`src/design/ccp_unit_consts.vh`:
```
// Constants for the two-channel capture/compare/pulse-width unit
`ifndef CCP_UNIT_CONSTS_VH
`define CCP_UNIT_CONSTS_VH

// Register byte addresses
`define ADDR_CH1_CONTROL 5'h00
`define ADDR_CH1_VALUE_LOW 5'h04
`define ADDR_CH1_VALUE_HIGH 5'h08
`define ADDR_CH2_CONTROL 5'h0C
`define ADDR_CH2_VALUE_LOW 5'h10
`define ADDR_CH2_VALUE_HIGH 5'h14
`define ADDR_EVENT_FLAGS 5'h18
`define ADDR_W 5

// Register select codes
`define SEL_CONTROL 2'h0
`define SEL_LOW 2'h1
`define SEL_HIGH 2'h2
`define SEL_FLAGS 2'h3

// Mode field codes
`define MODE_OFF 4'h0
`define MODE_CAP_FALL 4'h4
`define MODE_CAP_RISE 4'h5
`define MODE_CAP_RISE4 4'h6
`define MODE_CAP_RISE16 4'h7
`define MODE_CMP_SET 4'h8
`define MODE_CMP_CLEAR 4'h9
`define MODE_CMP_SOFT 4'hA
`define MODE_CMP_TRIG 4'hB
`define GROUP_CAP 2'h1
`define GROUP_CMP 2'h2
`define GROUP_PWM 2'h3

// Control register fields
`define CTL_MODE_MSB 3
`define CTL_DUTY_MSB 5
`define CTL_DUTY_LSB 4
`define CTL_IMPL_MASK 8'h3F

// Prescaler terminal counts
`define PSC_LAST4 4'h3
`define PSC_LAST16 4'hF

// Reset values
`define RST_CONTROL 8'h00
`define RST_VALUE 8'h00
`define RST_FLAGS 2'h0

// Bus responses
`define RESP_OKAY 2'h0
`define RESP_SLVERR 2'h2

`endif

```
`src/design/ccp_unit.v`:
```
// Two-channel capture/compare/pulse-width unit with an AXI4-Lite register slave
// Operation
// - Mode 0000 disables and resets a channel; mode 11xx selects pulse-width mode.
// - Capture on falling, rising, every fourth or every sixteenth rising edge by mode.
// - Compare 1000 drives output high, 1001 low on match; both set flag.
// - Compare 1010 only sets the flag on match; pin stays unchanged.
// - Compare 1011 sets flag, resets timer A; channel two also starts conversion.
// - Control bits 5:4 are duty low bits in pulse-width mode only.
// - Control bits 7:6 read as zero.
// - A capture event copies the full 16-bit timer A count into the value pair.
// - Every capture sets the channel flag; it stays until software clears it.
// - A newer capture overwrites an unread stored value.
// - Port latch writes that change an output pin count as capture events.
// - Mode changes may raise a spurious flag; software masks, then clears it.
// - Prescaler counter clears when disabled, outside capture mode, and on reset.
// - Direct prescale switches keep the counter; software writes zero first.
// - Compare checks value against timer A continuously; match acts and flags together.
// - Zero written to control forces the compare output latch low.
// - Special-event timer A reset never sets the timer A overflow flag.
// - Pulse-width output has 10-bit duty; cleared control forces it low.
// - Capture and compare use timer A; pulse-width uses timer B.
// - At period match the next increment sets pin unless duty zero and reloads duty.
// - Pin clears when buffered 10-bit duty equals timer B with two sub-count bits.
// - A software write to timer A beats a coincident special-event reset.
//
// The placing of the registers and the AXI4-Lite register port were decided locally.
`timescale 1ns/1ps
`default_nettype none
`include "ccp_unit_consts.vh"

module ccp_unit
(
    // Clock and reset
    input wire mclk,
    input wire rstn,
    // AXI4-Lite write address and data
    input wire s_axi_awvalid,
    output wire s_axi_awready,
    input wire [`ADDR_W-1:0] s_axi_awaddr,
    input wire [2:0] s_axi_awprot,
    input wire s_axi_wvalid,
    output wire s_axi_wready,
    input wire [31:0] s_axi_wdata,
    input wire [3:0] s_axi_wstrb,
    // AXI4-Lite write response
    output wire s_axi_bvalid,
    input wire s_axi_bready,
    output wire [1:0] s_axi_bresp,
    // AXI4-Lite read
    input wire s_axi_arvalid,
    output wire s_axi_arready,
    input wire [`ADDR_W-1:0] s_axi_araddr,
    input wire [2:0] s_axi_arprot,
    output wire s_axi_rvalid,
    input wire s_axi_rready,
    output wire [31:0] s_axi_rdata,
    output wire [1:0] s_axi_rresp,
    // Channel pins, as seen at the pad
    input wire [1:0] chan_pin,
    // Shared timer A
    input wire [15:0] shared_timer_a,
    input wire timer_a_write,
    output wire timer_a_reset,
    // Shared timer B
    input wire [7:0] shared_timer_b,
    input wire [7:0] timer_b_period,
    input wire [1:0] timer_b_sub,
    input wire timer_b_inc,
    // Converter
    input wire adc_enable,
    output wire adc_start,
    // Channel outputs and flags
    output wire [1:0] chan_out,
    output wire [1:0] chan_event_flag
);

    reg rst_s1_r;
    reg rst_s2_r;
    wire rst_n;

    always @(posedge mclk or negedge rstn)
    begin
        if (!rstn)
        begin
            rst_s1_r <= 1'b0;
            rst_s2_r <= 1'b0;
        end
        else
        begin
            rst_s1_r <= 1'b1;
            rst_s2_r <= rst_s1_r;
        end
    end
    assign rst_n = rst_s2_r;

    // Decode: bit 2 = channel, bits 1:0 = register, bit 3 = valid
    function [3:0] reg_sel;
        input [`ADDR_W-1:0] a;
        begin
            case (a)
                `ADDR_CH1_CONTROL: reg_sel = {1'b1, 1'b0, `SEL_CONTROL};
                `ADDR_CH1_VALUE_LOW: reg_sel = {1'b1, 1'b0, `SEL_LOW};
                `ADDR_CH1_VALUE_HIGH: reg_sel = {1'b1, 1'b0, `SEL_HIGH};
                `ADDR_CH2_CONTROL: reg_sel = {1'b1, 1'b1, `SEL_CONTROL};
                `ADDR_CH2_VALUE_LOW: reg_sel = {1'b1, 1'b1, `SEL_LOW};
                `ADDR_CH2_VALUE_HIGH: reg_sel = {1'b1, 1'b1, `SEL_HIGH};
                `ADDR_EVENT_FLAGS: reg_sel = {1'b1, 1'b0, `SEL_FLAGS};
                default: reg_sel = 4'h0;
            endcase
        end
    endfunction

    // Write channel: address and data may arrive in either order
    reg awready_r;
    reg wready_r;
    reg aw_full_r;
    reg w_full_r;
    reg bvalid_r;
    reg [1:0] bresp_r;
    reg [`ADDR_W-1:0] waddr_r;
    reg [31:0] wdata_r;
    reg [3:0] wstrb_r;
    wire [3:0] wsel;
    wire wr_go;

    assign wsel = reg_sel(waddr_r);
    assign wr_go = aw_full_r && w_full_r && !bvalid_r;

    always @(posedge mclk or negedge rst_n)
    begin
        if (!rst_n)
        begin
            awready_r <= 1'b1;
            wready_r <= 1'b1;
            aw_full_r <= 1'b0;
            w_full_r <= 1'b0;
            bvalid_r <= 1'b0;
            bresp_r <= `RESP_OKAY;
            waddr_r <= {`ADDR_W{1'b0}};
            wdata_r <= 32'h00000000;
            wstrb_r <= 4'h0;
        end
        else
        begin
            if (s_axi_awvalid && awready_r)
            begin
                waddr_r <= s_axi_awaddr;
                aw_full_r <= 1'b1;
                awready_r <= 1'b0;
            end
            if (s_axi_wvalid && wready_r)
            begin
                wdata_r <= s_axi_wdata;
                wstrb_r <= s_axi_wstrb;
                w_full_r <= 1'b1;
                wready_r <= 1'b0;
            end
            if (wr_go)
            begin
                bvalid_r <= 1'b1;
                bresp_r <= wsel[3] ? `RESP_OKAY : `RESP_SLVERR;
            end
            if (bvalid_r && s_axi_bready)
            begin
                bvalid_r <= 1'b0;
                aw_full_r <= 1'b0;
                w_full_r <= 1'b0;
                awready_r <= 1'b1;
                wready_r <= 1'b1;
            end
        end
    end

    // Registers are one byte wide, so only lane 0 is honoured
    wire wr_lane0;
    assign wr_lane0 = wr_go && wsel[3] && wstrb_r[0];

    // Channels
    wire [1:0] ch_event;
    wire [1:0] ch_trig;
    wire [7:0] ch_ctl [0:1];
    wire [7:0] ch_low [0:1];
    wire [7:0] ch_high [0:1];
    wire [1:0] ch_out;
    // Time base one step ahead, so the registered pin falls as the count reaches the duty value
    wire [9:0] pwm_time_ahead;

    assign pwm_time_ahead = {shared_timer_b, timer_b_sub} + 10'h001;

    genvar gi;
    generate
        for (gi = 0; gi < 2; gi = gi + 1)
        begin : gen_ch
            reg [7:0] ctl_r;
            reg [7:0] low_r;
            reg [7:0] high_r;
            reg [1:0] duty_lat_r;
            reg [3:0] psc_r;
            reg pin_d_r;
            reg out_r;
            reg match_d_r;
            wire [3:0] mode;
            wire is_cap;
            wire is_cmp;
            wire is_pwm;
            wire rise;
            wire fall;
            wire psc_hit;
            wire cap_ev;
            wire match;
            wire wr_ch;
            wire period_end;
            wire [9:0] duty_new;

            assign mode = ctl_r[`CTL_MODE_MSB:0];
            assign is_cap = mode[3:2] == `GROUP_CAP;
            assign is_cmp = mode[3:2] == `GROUP_CMP;
            assign is_pwm = mode[3:2] == `GROUP_PWM;
            // The pad level includes the port latch drive, so a latch write that
            // flips an output pin shows up here as an edge
            assign rise = chan_pin[gi] && !pin_d_r;
            assign fall = !chan_pin[gi] && pin_d_r;
            assign psc_hit = (mode == `MODE_CAP_RISE4) ? (psc_r == `PSC_LAST4) : (psc_r == `PSC_LAST16);
            assign cap_ev = is_cap && ((mode == `MODE_CAP_FALL) ? fall :
                (mode == `MODE_CAP_RISE) ? rise : (rise && psc_hit));
            assign match = is_cmp && ({high_r, low_r} == shared_timer_a);
            // Only the first cycle of a match fires, so a stalled timer gives one pulse
            assign ch_trig[gi] = match && !match_d_r && (mode == `MODE_CMP_TRIG);
            assign ch_event[gi] = cap_ev || match;
            assign wr_ch = wr_lane0 && (wsel[2] == gi) && (wsel[1:0] != `SEL_FLAGS);
            assign period_end = is_pwm && timer_b_inc && (shared_timer_b == timer_b_period);
            assign duty_new = {low_r, ctl_r[`CTL_DUTY_MSB:`CTL_DUTY_LSB]};
            assign ch_ctl[gi] = ctl_r & `CTL_IMPL_MASK;
            assign ch_low[gi] = low_r;
            assign ch_high[gi] = high_r;
            assign ch_out[gi] = out_r;

            always @(posedge mclk or negedge rst_n)
            begin
                if (!rst_n)
                begin
                    ctl_r <= `RST_CONTROL;
                    low_r <= `RST_VALUE;
                    high_r <= `RST_VALUE;
                    duty_lat_r <= 2'h0;
                    psc_r <= 4'h0;
                    pin_d_r <= 1'b0;
                    out_r <= 1'b0;
                    match_d_r <= 1'b0;
                end
                else
                begin
                    pin_d_r <= chan_pin[gi];
                    match_d_r <= match;
                    if (wr_ch && wsel[1:0] == `SEL_CONTROL)
                        ctl_r <= wdata_r[7:0] & `CTL_IMPL_MASK;
                    // Prescaler survives direct switches between capture modes
                    if (!is_cap)
                        psc_r <= 4'h0;
                    else if (rise && (mode == `MODE_CAP_RISE4 || mode == `MODE_CAP_RISE16))
                        psc_r <= psc_hit ? 4'h0 : psc_r + 4'h1;
                    // Capture wins over a coincident bus write
                    if (cap_ev)
                    begin
                        low_r <= shared_timer_a[7:0];
                        high_r <= shared_timer_a[15:8];
                    end
                    else
                    begin
                        if (wr_ch && wsel[1:0] == `SEL_LOW)
                            low_r <= wdata_r[7:0];
                        if (period_end)
                            high_r <= low_r;
                        else if (wr_ch && wsel[1:0] == `SEL_HIGH && !is_pwm)
                            high_r <= wdata_r[7:0];
                    end
                    if (period_end)
                        duty_lat_r <= ctl_r[`CTL_DUTY_MSB:`CTL_DUTY_LSB];
                    // Output latch
                    if (mode == `MODE_OFF)
                        out_r <= 1'b0;
                    else if (match && mode == `MODE_CMP_SET)
                        out_r <= 1'b1;
                    else if (match && mode == `MODE_CMP_CLEAR)
                        out_r <= 1'b0;
                    else if (period_end)
                        out_r <= (duty_new != 10'h000);
                    else if (is_pwm && ({high_r, duty_lat_r} == pwm_time_ahead))
                        out_r <= 1'b0;
                    else if (!is_cmp && !is_pwm)
                        out_r <= 1'b0;
                end
            end
        end
    endgenerate

    // Event flags: hardware set beats a software clear in the same cycle
    reg [1:0] flag_r;
    wire [1:0] flag_clr;

    assign flag_clr = (wr_lane0 && wsel[1:0] == `SEL_FLAGS) ? wdata_r[1:0] : 2'h0;

    always @(posedge mclk or negedge rst_n)
    begin
        if (!rst_n)
            flag_r <= `RST_FLAGS;
        else
            flag_r <= (flag_r & ~flag_clr) | ch_event;
    end

    // Special-event outputs; these never touch any overflow flag
    reg tmr_rst_r;
    reg adc_start_r;

    always @(posedge mclk or negedge rst_n)
    begin
        if (!rst_n)
        begin
            tmr_rst_r <= 1'b0;
            adc_start_r <= 1'b0;
        end
        else
        begin
            tmr_rst_r <= (ch_trig[0] || ch_trig[1]) && !timer_a_write;
            adc_start_r <= ch_trig[1] && adc_enable;
        end
    end

    // Read channel
    reg arready_r;
    reg rvalid_r;
    reg [31:0] rdata_r;
    reg [1:0] rresp_r;
    reg [7:0] rd_byte;
    wire [3:0] rsel;

    assign rsel = reg_sel(s_axi_araddr);

    always @*
    begin
        case (rsel[1:0])
            `SEL_CONTROL: rd_byte = ch_ctl[rsel[2]];
            `SEL_LOW: rd_byte = ch_low[rsel[2]];
            `SEL_HIGH: rd_byte = ch_high[rsel[2]];
            default: rd_byte = {6'h00, flag_r};
        endcase
    end

    always @(posedge mclk or negedge rst_n)
    begin
        if (!rst_n)
        begin
            arready_r <= 1'b1;
            rvalid_r <= 1'b0;
            rdata_r <= 32'h00000000;
            rresp_r <= `RESP_OKAY;
        end
        else if (s_axi_arvalid && arready_r)
        begin
            arready_r <= 1'b0;
            rvalid_r <= 1'b1;
            rdata_r <= rsel[3] ? {24'h000000, rd_byte} : 32'h00000000;
            rresp_r <= rsel[3] ? `RESP_OKAY : `RESP_SLVERR;
        end
        else if (rvalid_r && s_axi_rready)
        begin
            rvalid_r <= 1'b0;
            arready_r <= 1'b1;
        end
    end

    assign s_axi_awready = awready_r;
    assign s_axi_wready = wready_r;
    assign s_axi_bvalid = bvalid_r;
    assign s_axi_bresp = bresp_r;
    assign s_axi_arready = arready_r;
    assign s_axi_rvalid = rvalid_r;
    assign s_axi_rdata = rdata_r;
    assign s_axi_rresp = rresp_r;
    assign timer_a_reset = tmr_rst_r;
    assign adc_start = adc_start_r;
    assign chan_out = ch_out;
    assign chan_event_flag = flag_r;

endmodule // ccp_unit

`default_nettype wire

```
`config.mk`:
```
export PLATFORM = sky130hd
export DESIGN_NAME = ccp_unit
export DESIGN_NICKNAME = d
export VERILOG_FILES = /design/src/design/ccp_unit.v
export VERILOG_INCLUDE_DIRS = /design/src /design/src/design
export SDC_FILE = /design/constraint.sdc
export NUM_CORES = 1
export LEC_CHECK = 0
export ABC_AREA = 0
export BUFFER_PORTS_ARGS = -buffer_cell sky130_fd_sc_hd__buf_2
export CAP_MARGIN = 30
export CORE_MARGIN = 4
export CORE_UTILIZATION = 55
export DETAILED_ROUTE_END_ITERATION = 7
export GPL_ROUTABILITY_DRIVEN = 0
export PLACE_DENSITY = 0.86
export RECOVER_POWER = 25
export SYNTH_ARGS = -nofsm -noshare
export SYNTH_HDL_FRONTEND = slang
export SYNTH_SLANG_ARGS = --single-unit
export TNS_END_PERCENT = 5
```
`constraint.sdc`:
```
create_clock -name mclk -period 6.9 [get_ports mclk]
set_input_delay 1.38 -clock mclk [delete_from_list [all_inputs] [get_ports mclk]]
set_output_delay 1.38 -clock mclk [all_outputs]
set_load 0.05 [all_outputs]
```
; ---- Word level (Yosys, flattened, before mapping)
; Cells that the tools add are included.
[totals]
ff_bits = 125
latch_bits = 0
ramBits = 0
rom_bits = 0
inputBits = 98
output_inout_bits = 47
word_cells = 243
memories = 0
[classes]
add_sub_neg = 3
mul = 0
div_mod_pow = 0
n_lt_le_gt_ge = 1
eq_ne = 49
shifts = 0
mux = 64
bitwise = 5
n_reduce_logical = 87
[ops]
columns = operator, count
row1 = $mux 8, 19
row2 = $pmux 4 s7, 2
row3 = $logic_and 1x1->1, 52
row4 = $eq 16x16->1, 2
row5 = $eq 4x3->1 const B, 8
row6 = $eq 4x4->1 const B, 8
row7 = $mux 1, 32
row8 = $eq 5x5->1 const B, 6
row9 = $mux 4, 6
row10 = $pmux 8 s3, 1
row11 = $eq 10x10->1, 2
row12 = $eq 5x4->1 const B, 4
row13 = $reduce_bool 10->1, 2
row14 = $eq 2x2->1 const B, 7
row15 = $logic_not 1->1, 12
row16 = $reduce_bool 2->1, 6
row17 = $reduce_bool 6->1, 2
row18 = $add 10x1->10 const B, 1
row19 = $eq 5x3->1 const B, 2
row20 = $logic_not 5->1, 2
row21 = $add 4x1->4 const B, 2
row22 = $eq 2x1->1 const B, 4
row23 = $eq 4x2->1 const B, 2
row24 = $eq 8x8->1, 1
row25 = 14 further kinds, 24

; ---- Longest topological paths before layout
[logic_depth]
word_depth = 11
ltp_mapped = 10
ltp_nobuf = 8

; ---- Least setup slack after synthesis
; Ideal clock, no wire load.
[synth_timing]
kind = input-to-reg
start = in timer_b_sub[0]
end = reg gen_ch[1].out_r
setup_ns = 0.131
t_arrival_ns = 3.380
required_time_ns = 6.769
path_slack_ns = 3.389
stages = 7
n_path_buf = 0
path_cell_list = ha_1 > xor2_1 > or3_1 > or4_1 > a2111oi_2 > a21oi_1 > or3_1
[synth_via]
elab_chain_len = 8
word_cells_on_any_way = 9
cone_classes = add/sub (1) / eq/ne (1) / mux (5) / reduce/logical (2)
[synth_lines]
columns = item, line_no
row1 = "start, declared", ccp_unit.v:67  ; input wire [1:0] timer_b_sub,
row2 = $add 10x1->10 (*), ccp_unit.v:188  ; assign pwm_time_ahead = {shared_timer_b, timer_b_sub} + 10'h001;
row3 = $eq 10x10->1 (*), ccp_unit.v:288  ; else if (is_pwm && ({high_r, duty_lat_r} == pwm_time_ahead))
row4 = $logic_and 1x1->1 (*), ccp_unit.v:288
row5 = $mux 1, ccp_unit.v:288
row6 = $mux 1, ccp_unit.v:286  ; else if (period_end)
row7 = $mux 1, ccp_unit.v:284  ; else if (match && mode == `MODE_CMP_CLEAR)
row8 = $mux 1, ccp_unit.v:282  ; else if (match && mode == `MODE_CMP_SET)
row9 = $mux 1, ccp_unit.v:280  ; if (mode == `MODE_OFF)
row10 = "end signal, assigned", ccp_unit.v:287  ; out_r <= (duty_new != 10'h000);
row11 = "end, declared", ccp_unit.v:200  ; reg out_r;
; Mark *: on every way between the ends. The rest lies on a longest branch, timed or not.
; A chain may end at the register's enable or synchronous reset.

; ---- Worst setup path in the final report
; Ends and elaborated chain as after synthesis.

==> out/metrics.csv <==
stage,metric,value,unit
run_status,status,finished with violations,
run_status,violations,"capacitance limit, slew limit",
setup_path,worstSetupStartpointType,input port,
logic_synthesis,synthCells,680,
logic_synthesis,yosysWarnings,0,
setup_path,slowest_stage,or4_1,
sta,hold_viol_final,0,
route,routed_wl,17.42,mm
sta,period_share,0.5112,
logic_synthesis,synth_cell_types,60,
clock_network,cts-htree-levels,3,
grt,grt_usage,0.2688,
die,die_x,115.0,um
sta,fmax,283.5,MHz
sta,layout_min_cycle_time,3527,ps
sta,final-setup-viol-count,0,
power,p_leak,2.937,nW
setup_path,cp_data_required_time,7130,ps
logic_synthesis,ys_ff_latch,99,
die,initial_core_util,0.5704,
route,drtIter0Drc,515,
setup_path,slowest_delay,560,ps
logic_synthesis,yosysTopAreaCell,dfrtp_1,
route,drtAntennaViolNets,0,
sta,maxSlewHeadroom,-0.2140,
final_layout,drive_above_1_share,0.2219,
setup_path,cp_max_fo,9,
place,dp_hpwl,12.73,mm
final_layout,nFillCells,872,
sta,worstMarginPinSlew,1821,ps
die,core-area,11030,um^2
logic_synthesis,synth_flop_cell,dfrtp_1,
clock_network,worstSkewPairLatency,350,ps
logic_synthesis,synth_area,6292,um^2
setup_path,cp.arrival,3750,ps
setup_path,crit_type,input port to register,
clock_network,postCtsSetupBuffers,0,
clock_network,clkTransAtPathRegs,80,ps
setup_path,path_cells,"buf_2, ha_1, xor2_1, xnor2_1, a21oi_1, or4_1, a2111oi_2, a21oi_1, or3_1",
logic_synthesis,synth-simple-area-share,0.1817,
worst_hold_path,hold_class,register to register,
die,rows,38,
setup_path,path_buf_inv,1,
logic_synthesis,yosysSeqAreaShare,0.3943,
setup_path,end_kind,register,
route,dr.pass1.iters,8,
logic_synthesis,synth_xor_area_frac,0.08769,
final_layout,layout.nets,844,
clock_network,ctsHoldBuffers,0,
final_layout,post-route-util,0.6312,
logic_synthesis,avgSynthCellArea,9.253,um^2
final_layout,ff_latch_area,2481,um^2
clock_network,cts_buffer_depth,2,
die,ios,145,
logic_synthesis,synth_edf_count,0,
route,wl_per_cell,19.62,um
logic_synthesis,synth_top_family_by_area,simple AND/OR/NAND/NOR gates,
clock_network,cts_resized,0,
route,drcViolationCount,0,
logic_synthesis,yosys-top-cells-area,"dfrtp_1 (38%), mux2_2 (9.8%), xnor2_1 (7.5%)",
route,via_per_inst,6.298,
clock_network,numCtsBuffers,9,
clock_network,cts_sinks,99,
sta,finClkSkew,15.47,ps
final_layout,diodes,0,
sta,tns,0,ps
grt,antenna_found_initial,0,
logic_synthesis,synthArstFlopShare,1.000,
route,vias,5593,
clock_network,tritoncts,done,
sta,slew_violations,49,
power,vdd_drop_max,0.2296,mV
final_layout,synthToLayoutAreaGrowth,10.66,%
logic_synthesis,muxShareOfSynthArea,0.1239,
grt,grt_pass1_vias,5577,
grt,grt_max_degree,51,
setup_path,cp_top_family,simple AND/OR/NAND/NOR gates,
die,die_area,13220,um^2
logic_synthesis,synth_fa_ha_area_frac,0.005965,
grt,gr-total-overflow,0,
logic_synthesis,netlist.area_leader.share,0.3818,
final_layout,multi_input_area,3490,um^2
setup_path,cp_common_cell,a21oi_1,
power,power_density,338.9,nW/um^2
logic_synthesis,synth-compound-area-share,0.1392,
grt,grt_pass1_wl,28.19,mm
flow_run,drv_cap,1,
die,die_h,115.0,um
clock_network,root_buffer,clkbuf_16,
place,io_buffers,85,
sta,rsz0062_at_grt,no,
## cells in the mapped netlist (6+ instances only)
library cell   n
nand3_1       14
mux2_2        55
nor3_1        12
and2_1         6
o22ai_1       13
a31oi_1        9
dfrtp_1       96
nand2b_1      10
nor2b_1       15
buf_2          7
mux2i_1       16
nor4_1         8
xor2_1         9
nand2_1       85
buf_4         29
nand4_1       13
xnor2_1       54
a21oi_1       28
o221ai_1       9
o21ai_0       41
nor2_1        34
o31ai_1        8
clkbuf_1      21
inv_1         13
## registers in the layout (all words and copies together), names as in the netlist, 2 cells and up
| register | count |
|---|---|
| gen_ch.low_r | 16 |
| s_axi_rdata | 8 |
| waddr_r | 5 |
| chan_event_flag | 2 |
| gen_ch.ctl_r | 12 |
| gen_ch.high_r | 16 |
| gen_ch.out_r | 2 |
| gen_ch.psc_r | 8 |
| gen_ch.pin_d_r | 2 |
| gen_ch.match_d_r | 2 |
| gen_ch.duty_lat_r | 4 |
| wdata_r | 8 |
## path summary, 6_finish.rpt
path	from	endpoint	slack (ps)	depth (start not counted)
max in group asynchronous	rst_n	gen_ch[1].duty_lat_r[1]	4630	1
setup / recovery	timer_b_sub[0]	gen_ch[1].out_r	3370	9
hold / removal	rst_s1_r	rst_n	370	0
hold reg to reg	rst_s1_r	rst_n	370	0
min in group asynchronous	rst_n	wdata_r[2]	770	0
setup reg to reg	gen_ch[0].ctl_r[3]	gen_ch[0].high_r[5]	4120	7
## area by class of cell
class                      count  area share
clock inverter                 7     0.01384
tap                          140     0.02516
timing repair buffer          88     0.06415
inverter                      13    0.007008
sequential                    99      0.3563
clock buffer                   9     0.03235
multi-input combinational    532      0.5012
## report_power, final
part	switching [mW]	leakage, nW	total (mW)	internal (mW)
Clock	0.256	0.155	0.520	0.265
Sequential	0.341	1.24	1.10	0.755
Combinational	0.404	1.54	0.744	0.339
Total	1.00	2.94	2.36	1.36
## routing by layer
metal | part of all wire | vias up | track usage | routed length, um
met1 | 0.38 | 2634 | 0.3547 | 6662
met4 | 0.046 | 0 | 0.1205 | 805
met3 | 0.11 | 79 | 0.05421 | 1886
met2 | 0.46 | 378 | 0.4294 | 8069
li1 | - | 2502 | - | -
met5 | 0 | - | 0 | 0
## worst register-to-register path: cells and delay by family (launching register included)
kind	cells	cell delay [ps]
AO/OA/AOI/OAI	2	440
multiplexers	1	430
flip-flops	1	500
AND/OR/NAND/NOR	4	1290
## cells by family (layout without fill, tap and decap cells)
kind of cell / count (synthesis) / after routing
other cells: 2 / 27
buf+inv: 74 / 117
mux: 71 / 71
xor+xnor: 63 / 63
simple gates: 230 / 230
flops: 99 / 99
compound gates: 138 / 138
fa+ha+maj: 3 / 3
## through the flow
step	area, um^2	instances	setup slack (ps)	hold slack, ps	power (mW)
after floorplan	6386	705	3389	331.2	1.563
after global placement	6639	871	3086	341.2	1.762
after detailed placement	6650	872	3039	341.9	1.814
after CTS	6972	888	3403	367.0	2.342
after global routing	6963	888	3255	377.3	2.477
final	6963	888	3373	367.0	2.360
## placed cells by master (no fill, tap or decap), types with 15 or more instances in the layout
cell      n
mux2i_1  16
nor2b_1  15
mux2_2   55
buf_2    81
a21oi_1  28
conb_1   27
o21ai_0  41
dfrtp_1  96
xnor2_1  54
nand2_1  85
nor2_1   34
(Power assumes the default switching activity.)
